### src/spm_defines.svh
// Purpose: Constants of the serial port block
// Assumes: Included by its bare name
// Notes:   Register byte address is four times the index
`ifndef SPM_DEFINES_SVH
`define SPM_DEFINES_SVH

// ----------------------------------------------------------------
// Register indices
// ----------------------------------------------------------------
`define SPM_IDX_CTRL    8'h10
`define SPM_IDX_STAT    8'h11
`define SPM_IDX_DATA    8'h12

// ----------------------------------------------------------------
// Control register fields
// ----------------------------------------------------------------
`define SPM_C_RXIE      7
`define SPM_C_ROLE      5
`define SPM_C_CLOCK_POLARITY_BIT      4
`define SPM_C_CLOCK_PHASE_BIT      3
`define SPM_C_EN        1
`define SPM_C_TXIE      0
`define SPM_CTRL_RST    8'h00

// ----------------------------------------------------------------
// Status and control register fields
// ----------------------------------------------------------------
`define SPM_S_RXF       7
`define SPM_S_ERRIE     6
`define SPM_S_OVR       5
`define SPM_S_SELECT_FAULT_FLAG      4
`define SPM_S_TXE       3
`define SPM_S_MODFEN    2
`define SPM_S_RATE_HI   1
`define SPM_S_RATE_LO   0
`define SPM_STAT_W_RST  4'h0

// ----------------------------------------------------------------
// Serial clock dividers and timing
// ----------------------------------------------------------------
`define SPM_DIV_R0      8'd2
`define SPM_DIV_R1      8'd8
`define SPM_DIV_R2      8'd32
`define SPM_DIV_R3      8'd128
`define SPM_LAST_HALF   4'd15
`define SPM_START_MAX   128

`endif

### src/spm_pkg.sv
// Purpose: Types of the serial port block
// Assumes: Nothing
// Notes:   Constants live in spm_defines.svh
`default_nettype none

package spm_pkg;
    typedef enum logic {
        SPM_IDLE,
        SPM_RUN
    } spm_state_t;
endpackage

`default_nettype wire

### src/spm_top.sv
// Purpose: Full-duplex serial port, controller or target, APB registers
// Assumes: Serial pins are asynchronous and pass two flip-flops
// Notes:   Eight-bit transfers, most significant bit first
//
// The APB register port is this design's own decision.
`include "spm_defines.svh"
`default_nettype none

// Contract
// RL1 - Role bit set makes controller driving clock; clear makes target
// RL2 - Only the controller starts transfers, on a data register write
// RL3 - Byte written with shift register empty loads at once, sets empty flag
// RL4 - Controller shifts out on data out while shifting in from target
// RL5 - Received byte copied to receive register as receiver full sets
// RL6 - Receiver full clears only on status read then data read
// RL7 - Any data register write clears the transmitter empty flag
// RL8 - Two rate bits pick bus clock divided by 2, 8, 32, 128
// RL9 - Controller holds target select low for the whole transfer; the block has no select output, only the select input
// RL10 - Target copies a complete byte to receive register, sets full
// RL11 - Target software reads data before next byte completes; here a read after bit 1 of the next byte is captured already gives overrun
// RL12 - Target clock may be any rate up to the bus clock; here it is sampled on the bus clock, so half of that at most
// RL13 - Late target load resends the byte left in the shift register
// RL14 - Byte written during a target transfer waits until it ends
// RL15 - Target starts on first clock edge (phase set) or select fall
// RL16 - Clock line rests idle before a target is enabled
// RL17 - Set role first; enable controller first, disable it last
// RL18 - Unselected target leaves its data output undriven
// RL19 - Controller watches select input and flags contention as fault
// RL20 - Interrupt requests for full, empty, fault and overrun
// RL21 - Most significant bit goes out first
// RL22 - With phase clear, select toggles between bytes
// RL23 - Unread data at bit 1 capture sets overrun, new byte dropped
// RL24 - Controller start within one bit time of the data write
// RL25 - Transfers are eight bits; all buffers are eight bits
module spm_top (
    input  wire logic        pclk,
    input  wire logic        presetn,
    input  wire logic        psel,
    input  wire logic        penable,
    input  wire logic        pwrite,
    input  wire logic [9:0]  paddr,
    input  wire logic [31:0] pwdata,
    output logic      [31:0] prdata,
    output logic             pready,
    output logic             pslverr,
    input  wire logic        sclk_in,
    output logic             sclk_out,
    output logic             sclk_oe,
    input  wire logic        mosi_in,
    output logic             mosi_out,
    output logic             mosi_oe,
    input  wire logic        miso_in,
    output logic             miso_out,
    output logic             miso_oe,
    input  wire logic        ss_n_in,
    output logic             irq_rx,
    output logic             irq_tx
);
    import spm_pkg::*;

    // ----------------------------------------------------------------
    // Declarations
    // ----------------------------------------------------------------
    spm_state_t  state_q;
    logic [7:0]  ctrl_q;
    logic [3:0]  stat_w_q;
    logic [7:0]  tx_buf_q, txsh_q, rxsh_q, rx_buf_q;
    logic        tx_empty_q, rx_full_q, ovr_q, select_fault_flag_q, drop_q, stat_rd_q;
    logic [3:0]  h_q;
    logic        samp_q, sclk_q, sclk_p_q, ss_p_q;
    logic        mosi_oe_q, miso_oe_q, sclk_oe_q, irq_rx_q, irq_tx_q;
    logic [31:0] prdata_q;
    logic        pready_q, pslverr_q;
    logic [3:0]  sync1_q, sync2_q;
    logic [3:0]  pin_in;
    logic        role, en, clock_phase_bit, clock_polarity_bit, tick;
    logic        sclk_s, ss_n_s, din, sclk_edge, ss_fall, ss_rise;
    logic        ev, cap, shf, done, bit1_cap, load, start_s;
    logic        acc, sel_c, sel_s, sel_d, hit;
    logic        wr_ctrl, wr_stat, wr_data, rd_stat, rd_data, select_fault_flag_set;
    logic [7:0]  rx_byte, rd_mux;

    // ----------------------------------------------------------------
    // Pin synchronisers
    // ----------------------------------------------------------------
    assign pin_in = {ss_n_in, miso_in, mosi_in, sclk_in};

    for (genvar i = 0; i < 4; i++) begin : g_sync
        always_ff @(posedge pclk or negedge presetn) begin
            if (!presetn) begin
                sync1_q[i] <= 1'b1;
                sync2_q[i] <= 1'b1;
            end else begin
                sync1_q[i] <= pin_in[i];
                sync2_q[i] <= sync1_q[i];
            end
        end
    end

    assign sclk_s = sync2_q[0];
    assign ss_n_s = sync2_q[3];
    assign din    = role ? sync2_q[2] : sync2_q[1];

    always_ff @(posedge pclk or negedge presetn) begin
        if (!presetn) begin
            sclk_p_q <= 1'b0;
            ss_p_q   <= 1'b1;
        end else begin
            sclk_p_q <= sclk_s;
            ss_p_q   <= ss_n_s;
        end
    end

    assign sclk_edge = sclk_s ^ sclk_p_q;
    assign ss_fall   = ss_p_q & ~ss_n_s;
    assign ss_rise   = ~ss_p_q & ss_n_s;

    // ----------------------------------------------------------------
    // APB decode
    // ----------------------------------------------------------------
    assign acc     = psel & penable & pready_q;
    assign sel_c   = paddr == {`SPM_IDX_CTRL, 2'b00};
    assign sel_s   = paddr == {`SPM_IDX_STAT, 2'b00};
    assign sel_d   = paddr == {`SPM_IDX_DATA, 2'b00};
    assign hit     = sel_c | sel_s | sel_d;
    assign wr_ctrl = acc & pwrite & sel_c;
    assign wr_stat = acc & pwrite & sel_s;
    assign wr_data = acc & pwrite & sel_d;
    assign rd_stat = acc & ~pwrite & sel_s;
    assign rd_data = acc & ~pwrite & sel_d;

    always_comb begin
        rd_mux = 8'h00;
        if (sel_c)
            rd_mux = ctrl_q;
        if (sel_s)
            rd_mux = {rx_full_q, stat_w_q[3], ovr_q, select_fault_flag_q, tx_empty_q, stat_w_q[2:0]};
        if (sel_d)
            rd_mux = rx_buf_q;
    end

    always_ff @(posedge pclk or negedge presetn) begin
        if (!presetn) begin
            pready_q  <= 1'b0;
            pslverr_q <= 1'b0;
            prdata_q  <= 32'h0000_0000;
        end else begin
            pready_q  <= psel & penable & ~pready_q;
            pslverr_q <= psel & penable & ~pready_q & ~hit;
            prdata_q  <= (psel & penable & ~pready_q) ? {24'h00_0000, rd_mux} : 32'h0000_0000;
        end
    end

    // ----------------------------------------------------------------
    // Control registers
    // ----------------------------------------------------------------
    assign role     = ctrl_q[`SPM_C_ROLE];
    assign en       = ctrl_q[`SPM_C_EN];
    assign clock_phase_bit     = ctrl_q[`SPM_C_CLOCK_PHASE_BIT];
    assign clock_polarity_bit     = ctrl_q[`SPM_C_CLOCK_POLARITY_BIT];
    assign select_fault_flag_set = en & role & stat_w_q[`SPM_S_MODFEN] & ~ss_n_s;    // RL19

    always_ff @(posedge pclk or negedge presetn) begin
        if (!presetn)
            ctrl_q <= `SPM_CTRL_RST;
        else if (select_fault_flag_set)
            ctrl_q[`SPM_C_EN] <= 1'b0;    // RL19
        else if (wr_ctrl)
            ctrl_q <= pwdata[7:0];
    end

    always_ff @(posedge pclk or negedge presetn) begin
        if (!presetn)
            stat_w_q <= `SPM_STAT_W_RST;
        else if (wr_stat)
            stat_w_q <= {pwdata[`SPM_S_ERRIE], pwdata[2:0]};
    end

    spm_baud u_baud (
        .pclk    (pclk),
        .presetn (presetn),
        .run     (en & role),
        .rate    (stat_w_q[1:0]),    // RL8
        .tick    (tick)
    );

    // ----------------------------------------------------------------
    // Transfer sequencing
    // ----------------------------------------------------------------
    assign ev       = (state_q == SPM_RUN) & (role ? tick : (sclk_edge & ~ss_n_s));    // RL4
    assign cap      = ev & (h_q[0] == clock_phase_bit);
    assign shf      = ev & (h_q[0] != clock_phase_bit);
    assign done     = clock_phase_bit ? (cap & h_q == `SPM_LAST_HALF) : (shf & h_q == `SPM_LAST_HALF);    // RL25
    assign bit1_cap = cap & (h_q == (clock_phase_bit ? 4'd13 : 4'd12));
    assign rx_byte  = clock_phase_bit ? {rxsh_q[6:0], din} : {rxsh_q[6:0], samp_q};
    assign load     = en & (state_q == SPM_IDLE) & ~tx_empty_q;    // RL3 RL14
    assign start_s  = en & ~role & (state_q == SPM_IDLE) & ~ss_n_s
                      & (clock_phase_bit ? sclk_edge : ss_fall);    // RL15

    always_ff @(posedge pclk or negedge presetn) begin
        if (!presetn) begin
            state_q <= SPM_IDLE;
            h_q     <= 4'd0;
        end else if (!en || select_fault_flag_set || (!role && !clock_phase_bit && ss_rise)) begin
            state_q <= SPM_IDLE;
            h_q     <= 4'd0;
        end else if (role && load) begin
            state_q <= SPM_RUN;    // RL2 RL24
            h_q     <= 4'd0;
        end else if (start_s) begin
            state_q <= SPM_RUN;
            h_q     <= clock_phase_bit ? 4'd1 : 4'd0;    // RL15
        end else if (done) begin
            state_q <= SPM_IDLE;
            h_q     <= 4'd0;
        end else if (ev) begin
            h_q <= h_q + 4'd1;
        end
    end

    // ----------------------------------------------------------------
    // Shift registers
    // ----------------------------------------------------------------
    always_ff @(posedge pclk or negedge presetn) begin
        if (!presetn) begin
            txsh_q <= 8'h00;
            rxsh_q <= 8'h00;
            samp_q <= 1'b0;
        end else begin
            if (load)
                txsh_q <= tx_buf_q;    // RL3 RL13
            else if ((shf && !(clock_phase_bit && h_q == 4'd0)) || (clock_phase_bit && done))
                txsh_q <= {txsh_q[6:0], txsh_q[7]};    // RL21 RL13
            if (cap && !clock_phase_bit)
                samp_q <= din;
            if (cap && clock_phase_bit)
                rxsh_q <= {rxsh_q[6:0], din};    // RL4
            else if (shf && !clock_phase_bit)
                rxsh_q <= {rxsh_q[6:0], samp_q};
        end
    end

    // ----------------------------------------------------------------
    // Buffers and flags
    // ----------------------------------------------------------------
    always_ff @(posedge pclk or negedge presetn) begin
        if (!presetn) begin
            tx_buf_q   <= 8'h00;
            tx_empty_q <= 1'b1;
        end else begin
            if (wr_data)
                tx_buf_q <= pwdata[7:0];    // RL14
            if (wr_data)
                tx_empty_q <= 1'b0;    // RL7
            else if (load)
                tx_empty_q <= 1'b1;    // RL3
        end
    end

    always_ff @(posedge pclk or negedge presetn) begin
        if (!presetn)
            stat_rd_q <= 1'b0;
        else if (rd_stat)
            stat_rd_q <= 1'b1;
        else if (rd_data || wr_ctrl)
            stat_rd_q <= 1'b0;
    end

    always_ff @(posedge pclk or negedge presetn) begin
        if (!presetn) begin
            rx_buf_q  <= 8'h00;
            rx_full_q <= 1'b0;
        end else if (done && !drop_q && !(bit1_cap && rx_full_q)) begin
            rx_buf_q  <= rx_byte;    // RL5 RL10
            rx_full_q <= 1'b1;    // RL5 RL10
        end else if (rd_data && stat_rd_q) begin
            rx_full_q <= 1'b0;    // RL6
        end
    end

    always_ff @(posedge pclk or negedge presetn) begin
        if (!presetn) begin
            ovr_q  <= 1'b0;
            drop_q <= 1'b0;
        end else begin
            if (bit1_cap && rx_full_q)
                ovr_q <= 1'b1;    // RL23
            else if (rd_data && stat_rd_q)
                ovr_q <= 1'b0;
            if (bit1_cap && rx_full_q)
                drop_q <= 1'b1;    // RL23
            else if (state_q == SPM_IDLE)
                drop_q <= 1'b0;
        end
    end

    always_ff @(posedge pclk or negedge presetn) begin
        if (!presetn)
            select_fault_flag_q <= 1'b0;
        else if (select_fault_flag_set)
            select_fault_flag_q <= 1'b1;    // RL19
        else if (wr_ctrl && stat_rd_q)
            select_fault_flag_q <= 1'b0;
    end

    // ----------------------------------------------------------------
    // Pin and interrupt outputs
    // ----------------------------------------------------------------
    always_ff @(posedge pclk or negedge presetn) begin
        if (!presetn) begin
            sclk_q    <= 1'b0;
            sclk_oe_q <= 1'b0;
            mosi_oe_q <= 1'b0;
            miso_oe_q <= 1'b0;
            irq_rx_q  <= 1'b0;
            irq_tx_q  <= 1'b0;
        end else begin
            sclk_q    <= (state_q == SPM_RUN && role) ? (sclk_q ^ ev) : clock_polarity_bit;    // RL8
            sclk_oe_q <= en & role;    // RL1
            mosi_oe_q <= en & role;    // RL1
            miso_oe_q <= en & ~role & ~ss_n_s;    // RL18
            irq_rx_q  <= (rx_full_q & ctrl_q[`SPM_C_RXIE])
                         | ((ovr_q | select_fault_flag_q) & stat_w_q[3]);    // RL20
            irq_tx_q  <= tx_empty_q & ctrl_q[`SPM_C_TXIE];    // RL20
        end
    end

    assign sclk_out = sclk_q;
    assign sclk_oe  = sclk_oe_q;
    assign mosi_out = txsh_q[7];
    assign mosi_oe  = mosi_oe_q;
    assign miso_out = txsh_q[7];
    assign miso_oe  = miso_oe_q;
    assign irq_rx   = irq_rx_q;
    assign irq_tx   = irq_tx_q;
    assign prdata   = prdata_q;
    assign pready   = pready_q;
    assign pslverr  = pslverr_q;

    // ----------------------------------------------------------------
    // Assertions
    // ----------------------------------------------------------------
    localparam int START_MAX = `SPM_START_MAX;
endmodule

`default_nettype wire

### src/spm_baud.sv
// Purpose: Free-running serial clock half-bit tick generator
// Assumes: Runs only while the port is enabled as controller
// Notes:   One tick per half bit time
`include "spm_defines.svh"
`default_nettype none

module spm_baud (
    input  wire logic       pclk,
    input  wire logic       presetn,
    input  wire logic       run,
    input  wire logic [1:0] rate,
    output logic            tick
);
    logic [7:0] div;
    logic [6:0] lim;
    logic [6:0] cnt_q;
    logic       tick_q;

    // ----------------------------------------------------------------
    // Rate select
    // ----------------------------------------------------------------
    always_comb begin
        unique case (rate)
            2'd0: div = `SPM_DIV_R0;
            2'd1: div = `SPM_DIV_R1;
            2'd2: div = `SPM_DIV_R2;
            2'd3: div = `SPM_DIV_R3;
        endcase
        lim = div[7:1] - 7'd1;
    end

    // ----------------------------------------------------------------
    // Counter
    // ----------------------------------------------------------------
    always_ff @(posedge pclk or negedge presetn) begin
        if (!presetn) begin
            cnt_q  <= 7'd0;
            tick_q <= 1'b0;
        end else if (!run || cnt_q >= lim) begin
            cnt_q  <= 7'd0;
            tick_q <= run;
        end else begin
            cnt_q  <= cnt_q + 7'd1;
            tick_q <= 1'b0;
        end
    end

    assign tick = tick_q;
endmodule

`default_nettype wire

### config.mk
export PLATFORM = sky130hd
export DESIGN_NAME = spm_top
export DESIGN_NICKNAME = d
export VERILOG_FILES = /design/src/spm_pkg.sv /design/src/spm_top.sv /design/src/spm_baud.sv
export VERILOG_INCLUDE_DIRS = /design/src
export SDC_FILE = /design/constraint.sdc
export NUM_CORES = 1
export LEC_CHECK = 0
export BUFFER_PORTS_ARGS = -buffer_cell sky130_fd_sc_hd__buf_2
export CAP_MARGIN = 15
export CORE_ASPECT_RATIO = 0.9
export CORE_MARGIN = 2
export CORE_UTILIZATION = 30
export CTS_CLUSTER_SIZE = 24
export DETAILED_ROUTE_END_ITERATION = 10
export MAX_ROUTING_LAYER = met4
export PLACE_DENSITY_LB_ADDON = 0.25
export SYNTH_ARGS = -nofsm -noshare
export SYNTH_HDL_FRONTEND = slang
export SYNTH_SLANG_ARGS = --single-unit
### constraint.sdc
create_clock -name pclk -period 5.1 [get_ports pclk]
set_clock_uncertainty 0.05 [all_clocks]
set_input_delay 0.255 -clock pclk [delete_from_list [all_inputs] [get_ports pclk]]
set_output_delay 0.255 -clock pclk [all_outputs]
set_load 0.02 [all_outputs]
==> results_dict.tcl, run 1 <==
set metrics [dict create \
    num_rows 41 \
    vias_per_cell 4.48 \
    rsz0062_at_grt "false" \
    crit_path_end_kind "flip-flop" \
    critical_path_class "reg -> reg" \
    synth.avg_cell_area_sq_um 11.5 \
    insertion_delay_ns 0.34 \
    drv_slew 0 \
    cts.sinks 88 \
    worst_pin_slew_ns 1.02 \
    htree_levels 3 \
    syn_area_sq_um 4250 \
    drtPass1Iterations 4 \
    dieArea_sq_um 15200 \
    maxCapViolations 0 \
    synth_top_cell_by_area "dfrtp_1" \
    critical_path_required_ns 5.27 \
    drive_above_1_share_pct 31.7 \
    num_vias 2757 \
    core_sq_um 14000 \
    first_iter_violations 156 \
    finalHoldViolCount 0 \
    syn_inst 371 \
    ys_warn_count 0 \
    die_w_um 130 \
    synth_seq_cells 88 \
    wl_per_cell_um 14.1 \
    yosysMostFrequentCell "dfrtp_1" \
    critPathLaunchType "flip-flop" \
    io_buffer_count 44 \
    worstPathArrival_ns 2.58 \
    nets 478 \
    synth.top_cells.by_area "dfrtp_1 (46%), mux2_2 (12%), dfstp_2 (6.2%), buf_4 (4.6%), o21ai_0 (3.2%)" \
    place.gp.congestion 0.801 \
    cts.root.buffer_cell "clkbuf_16" \
    crit_fanout 16 \
    slew_headroom_pct 32.3 \
    track_usage_pct 12.8 \
    pre_cts_slack_ns 2.63 \
    synth_top_area_share_pct 45.9 \
    cts_max_path_buffers 2 \
    ys.flop_type "dfrtp_1" \
    fmax_ghz 0.414 \
    area_delta_synth_final_pct 17.1 \
    antenna_cells 0 \
    drt_wl_total_um 8670 \
    grt_max_degree 80 \
    pin_count 93 \
    post-route-drc-count 0 \
    multiInputGateArea_sq_um 1790 \
    p_leak_nw 2.42 \
    worstHoldPathType "in -> reg" \
    synth_cell_types 49 \
    seq_area_frac_synth_pct 52.1 \
    synth-edff-count 0 \
    cts-resized-gates 0 \
    hpwlAfterDp_um 6190 \
    vdd_ir_drop_max_uv 187 \
    grt_pass1_wl_um 14400 \
    num-fill-cells 1393 \
    setup_tns_ns 0 \
    power_density_nw_per_um2 317 \
    finalCriticalPeriod_ns 2.42 \
    overflow 0 \
    setup_slack_ns 2.68 \
    clk_pin_slew_ns 0.06 \
    antenna_found_initial 0 \
    cts_tree "done" \
    period_share_pct 47.4 \
    setup-violations-final 0 \
    grt_pass1_vias 2726 \
    die_h_um 117 \
    async_flop_share_pct 100 \
    yosys-top-cells-count "dfrtp_1 (78), mux2_2 (45), o21ai_0 (27), buf_4 (26), inv_1 (21)" \
    numCtsBuffers 9 \
    ant_nets 0 \
    final-seq-area_sq_um 2210 \
    initial_utilization_pct 30.5 \
    status "complete, no violations" \
]
## registers in the layout, indices dropped and copies added (netlist names), 2 cells and up
register,cells
prdata,8
rxsh_q,7
txsh_q,8
ctrl_q,8
sync2_q,2
h_q,4
sync1_q,4
tx_buf_q,8
u_baud.cnt_q,7
stat_w_q,4
rx_buf_q,8
## final timing paths
| check | start | endpoint | slack (ns) | cells after the start |
|---|---|---|---|---|
| worst max-delay path | ctrl_q[5] | rx_buf_q[1] | 2.68 | 4 |
| worst min-delay path | pwdata[4] | tx_buf_q[4] | 0.11 | 2 |
| worst max register to register | ctrl_q[5] | rx_buf_q[1] | 2.68 | 4 |
| worst min register to register | sync1_q[0] | sclk_s | 0.30 | 0 |
| max in group asynchronous | presetn | irq_tx | 3.57 | 3 |
| min in group asynchronous | presetn | prdata[6] | 0.23 | 2 |
## layout make-up
| cell class | instances | area share [%] |
|---|---|---|
| Sequential cell | 88 | 44.4 |
| Multi-Input combinational cell | 247 | 36.0 |
| Timing Repair Buffer | 51 | 5.77 |
| Tap cell | 193 | 4.85 |
| Clock buffer | 10 | 4.80 |
| Clock inverter | 6 | 2.61 |
| Inverter | 21 | 1.58 |
## stage by stage
step / power [mW] / hold slack [ns] / utilization [%] / cells / instance area, sq um
6_report: 1.58 / 0.112 / 35.7 / 616 / 4980
5_1_grt: 1.64 / 0.104 / 35.7 / 616 / 4980
4_1_cts: 1.61 / 0.101 / 35.7 / 616 / 4980
3_5_place_dp: 0.788 / 0.0367 / 32.7 / 595 / 4560
3_3_place_gp: 0.786 / 0.0351 / 32.7 / 595 / 4560
2_1_floorplan: 0.766 / -0.0906 / - / 394 / 4340
## critical path, cell delays in order (launching register included)
cell and delay, ns:
dfrtp_1 0.59, nor3b_1 0.34, a32oi_1 0.16, or4_1 0.78, mux2_2 0.36
## metal layers
layer  wire [um]  up-vias  global-route usage [%]
li1            -     1329                       -
met1        4220     1343                    17.8
met2        3860       72                    18.5
met3         466       13                    3.18
met4         124        0                    4.09
met5           0        -                       -
## report_power, final
part	switching (mW)	leakage (nW)	internal, mW
combinational	0.0496	1.06	0.0178
clock	0.263	0.182	0.540
sequential	0.00276	1.18	0.706
## repair_timing
action / CTS / global route
endpoints found under the hold margin: 13 / 0
setup buffers: 0 / 0
hold buffers: 5 / 0
## logic make-up after synthesis
group                      count (synthesis)  share of synthesized area (%)
AOI/OAI and AO/OA                         61                           8.74
xor gates and xnor gates                  10                           2.06
adders and majority gates                 10                           2.88
buffers and inverters                     59                           7.85
DFF                                       88                           52.1
muxes                                     54                           15.0
other                                      2                          0.177
and+or+nand+nor                           87                           11.3
## placed cells by master (no fill, tap or decap), drive strengths merged, types with 2 or more instances in the layout
master	instances
inv	21
a21oi	11
nor3b	6
dfstp	10
a211oi	7
clkbuf	10
nor2	18
a221o	2
mux2	53
bufinv	4
nor4	5
nand2	20
nand2b	4
or4	3
o21a	2
nor2b	6
and2	2
nor3	3
or2	4
o21ai	27
dfrtp	78
xnor2	6
nand3	7
and4	2
or3	2
a21o	3
buf	46
conb	25
dlygate4sd3	5
clkinv	2
a31oi	2
ha	9
xor2	4
Power figures use the tool's default switching activity.
==> run 2: changes to the inputs <==
--- a/config.mk
+++ b/config.mk
@@ -6,6 +6,7 @@
 export SDC_FILE = /design/constraint.sdc
 export NUM_CORES = 1
 export LEC_CHECK = 0
+export ABC_AREA = 1
 export BUFFER_PORTS_ARGS = -buffer_cell sky130_fd_sc_hd__buf_2
 export CAP_MARGIN = 15
 export CORE_ASPECT_RATIO = 0.9
==> constraint.sdc (replaced) <==
create_clock -name pclk -period 2.3 [get_ports pclk]
set_clock_uncertainty 0.05 [all_clocks]
set_input_delay 0.115 -clock pclk [delete_from_list [all_inputs] [get_ports pclk]]
set_output_delay 0.115 -clock pclk [all_outputs]
set_load 0.02 [all_outputs]
==> run 2 against run 1 <==
Fmax rose by 36%. Count of clock-buffer cells in the layout rose by 2. Cell area up 4.4%. Via count grew 24%. Clock power grew 80%. Critical path type unchanged. Critical endpoint is now h_q[3].
==> results_dict.tcl, run 2 <==
set metrics [dict create \
    async_flop_share_pct 100 \
    synth-edff-count 0 \
    ant_nets 0 \
    num-fill-cells 1541 \
    cts_max_path_buffers 2 \
    power_density_nw_per_um2 608 \
    cp_top_family "simple AND/OR/NAND/NOR gates" \
    final_cell_mix "nand2_1 (153), dfrtp_1 (78), nor2_1 (58)" \
    insertion_delay_ns 0.34 \
    die_h_um 119 \
    synth.top_cells.by_area "dfrtp_1 (44%), nand2_1 (13%), dfstp_2 (6.0%), nor2_1 (4.9%), inv_1 (4.8%)" \
    core_sq_um 14600 \
    initial_utilization_pct 30.3 \
    clk_pin_slew_ns 0.06 \
    drt_wl_total_um 9400 \
    setup-violations-final 0 \
    fmax_ghz 0.562 \
    overflow 0 \
    first_iter_violations 246 \
    slew_headroom_pct 48.5 \
    ys.flop_type "dfrtp_1" \
    crit_path_end_kind "flip-flop" \
    finalCriticalPeriod_ns 1.78 \
    finalHoldViolCount 0 \
    synth_cell_types 38 \
    grt_pass1_wl_um 15600 \
    post-route-drc-count 0 \
    place.gp.congestion 0.807 \
    vdd_ir_drop_max_uv 331 \
    setup_tns_ns 0 \
    crit_fanout 4 \
    rsz0062_at_grt "false" \
    path_common_cell "nand2_1" \
    hpwlAfterDp_um 6790 \
    nets 658 \
    status "complete, no violations" \
    cts.root.buffer_cell "clkbuf_16" \
    htree_levels 3 \
    vias_per_cell 4.27 \
    cpPeakStageDelay_ns 0.55 \
    grt_max_degree 61 \
    critical_path_class "reg -> reg" \
    fin_util_pct 35.7 \
    num_rows 42 \
    antenna_found_initial 0 \
    p_leak_nw 2.75 \
    area_delta_synth_final_pct 17.9 \
    cts-resized-gates 0 \
    crit_buf_inv 3 \
    antenna_cells 0 \
    final_common_cell "nand2_1" \
    crit_path_cell_trace "inv_1, nand2_1, nor2_1, nor2_1, nand3_1, inv_1, nand2_1, nand2_1, nand2_1, nand2_1, inv_1" \
    synth_top_cell_by_area "dfrtp_1" \
    io_buffer_count 44 \
    synth.avg_cell_area_sq_um 8.30 \
    syn_inst 532 \
    drv_slew 0 \
    yosysMostFrequentCell "nand2_1" \
    critPathLaunchType "flip-flop" \
    synth_seq_cells 88 \
    worst_pin_slew_ns 0.772 \
    num_vias 3418 \
    worstPathArrival_ns 1.96 \
    die_w_um 132 \
    worstHoldPathType "in -> reg" \
    track_usage_pct 12.9 \
    syn_area_sq_um 4410 \
    drive_above_1_share_pct 16.1 \
    seq_area_frac_synth_pct 50.2 \
    pin_count 93 \
    yosys-top-cells-count "nand2_1 (153), dfrtp_1 (78), nor2_1 (58), inv_1 (57), nand3_1 (41)" \
    dieArea_sq_um 15700 \
    drtPass1Iterations 4 \
    wl_per_cell_um 11.8 \
    maxCapViolations 0 \
    slowest_stage "dfstp_2" \
    synth_top_area_share_pct 44.2 \
    numCtsBuffers 9 \
    critical_path_required_ns 2.49 \
    period_share_pct 77.3 \
    cts.sinks 88 \
    ys_warn_count 0 \
    grt_pass1_vias 3270 \
    cts_setup_buffers 0 \
    p_total_mw 3.17 \
    cts_tree "done" \
]
[run 2: cell types whose count changed after synthesis, moves of 6 or more]
cell,previous run,this run
nand2_1,20,153
mux2_2,45,0
nor2_1,18,58
inv_1,21,57
nand3_1,7,41
clkbuf_1,9,1
mux2_4,8,0
a211oi_1,7,0
o21ai_0,27,34
nor2b_1,6,0
nor3b_1,6,0
o21ai_1,0,6
[run 2: area by class of cell]
class                   instances  area, sq um  area share [%]
clock buffers                  12          246            4.74
repair buffers                 66          423            8.13
flip-flops and latches         88         2210            42.6
inverters                      60          225            4.33
multi-input cells             373         1800            34.7
well taps                     198          248            4.76
clock inverters                 3         42.5           0.818
[run 2: worst reg2reg max path: stages, from the launching register on]
cell and delay [ns]:
dfstp_2 0.55, inv_1 0.08, nand2_1 0.07, nor2_1 0.06, nor2_1 0.26, nand3_1 0.17
inv_1 0.12, nand2_1 0.11, nand2_1 0.08, nand2_1 0.04, nand2_1 0.05, inv_1 0.03
[run 2: through the flow]
stage	area, sq um	setup slack (ns)	instances	hold WS (ns)
finish	5200	0.521	800	0.0672
floorplan	4500	0.678	555	-0.231
global placement	4770	0.549	771	0.170
detailed placement	4770	0.486	771	0.171
CTS	5200	0.521	800	0.0592
global route	5200	0.308	800	0.0710
[run 2: cell families after synthesis]
kind of cell,share of synthesized area (%)
buffers and inverters,10.9
adders and majority gates,2.55
xor gates and xnor gates,1.19
DFF,50.2
AOI/OAI and AO/OA,7.11
other,0.170
and+or+nand+nor,27.9
[run 2: final timing paths]
kind / startpoint / cells past startpoint / slack [ns] / to
min reg2reg: sync1_q[2] / 0 / 0.30 / sync2_q[2]
max: ss_n_s / 11 / 0.52 / h_q[3]
min: penable / 3 / 0.07 / pready
max in group asynchronous: presetn / 3 / 1.17 / rx_buf_q[5]
min in group asynchronous: presetn / 2 / 0.35 / tx_buf_q[5]
max reg2reg: ss_n_s / 11 / 0.52 / h_q[3]
[run 2: report_power, final]
| group | total [mW] | switching, mW | internal [mW] |
|---|---|---|---|
| combinational | 0.156 | 0.108 | 0.0477 |
| sequential | 1.57 | 0.00535 | 1.57 |
| clock | 1.44 | 0.574 | 0.864 |
[run 2: repair_timing]
action / CTS / global route
endpoints found under the setup margin: 0 / 0
endpoints found under the hold margin: 66 / 0
hold buffers: 14 / 0
[run 2: per-layer routing]
metal	up-vias	global-route usage, %	routed length [um]
li1	1752	-	-
met2	81	19.9	4290
met1	1576	16.2	4550
met4	0	2.85	93
met5	-	-	0
met3	9	4.60	466
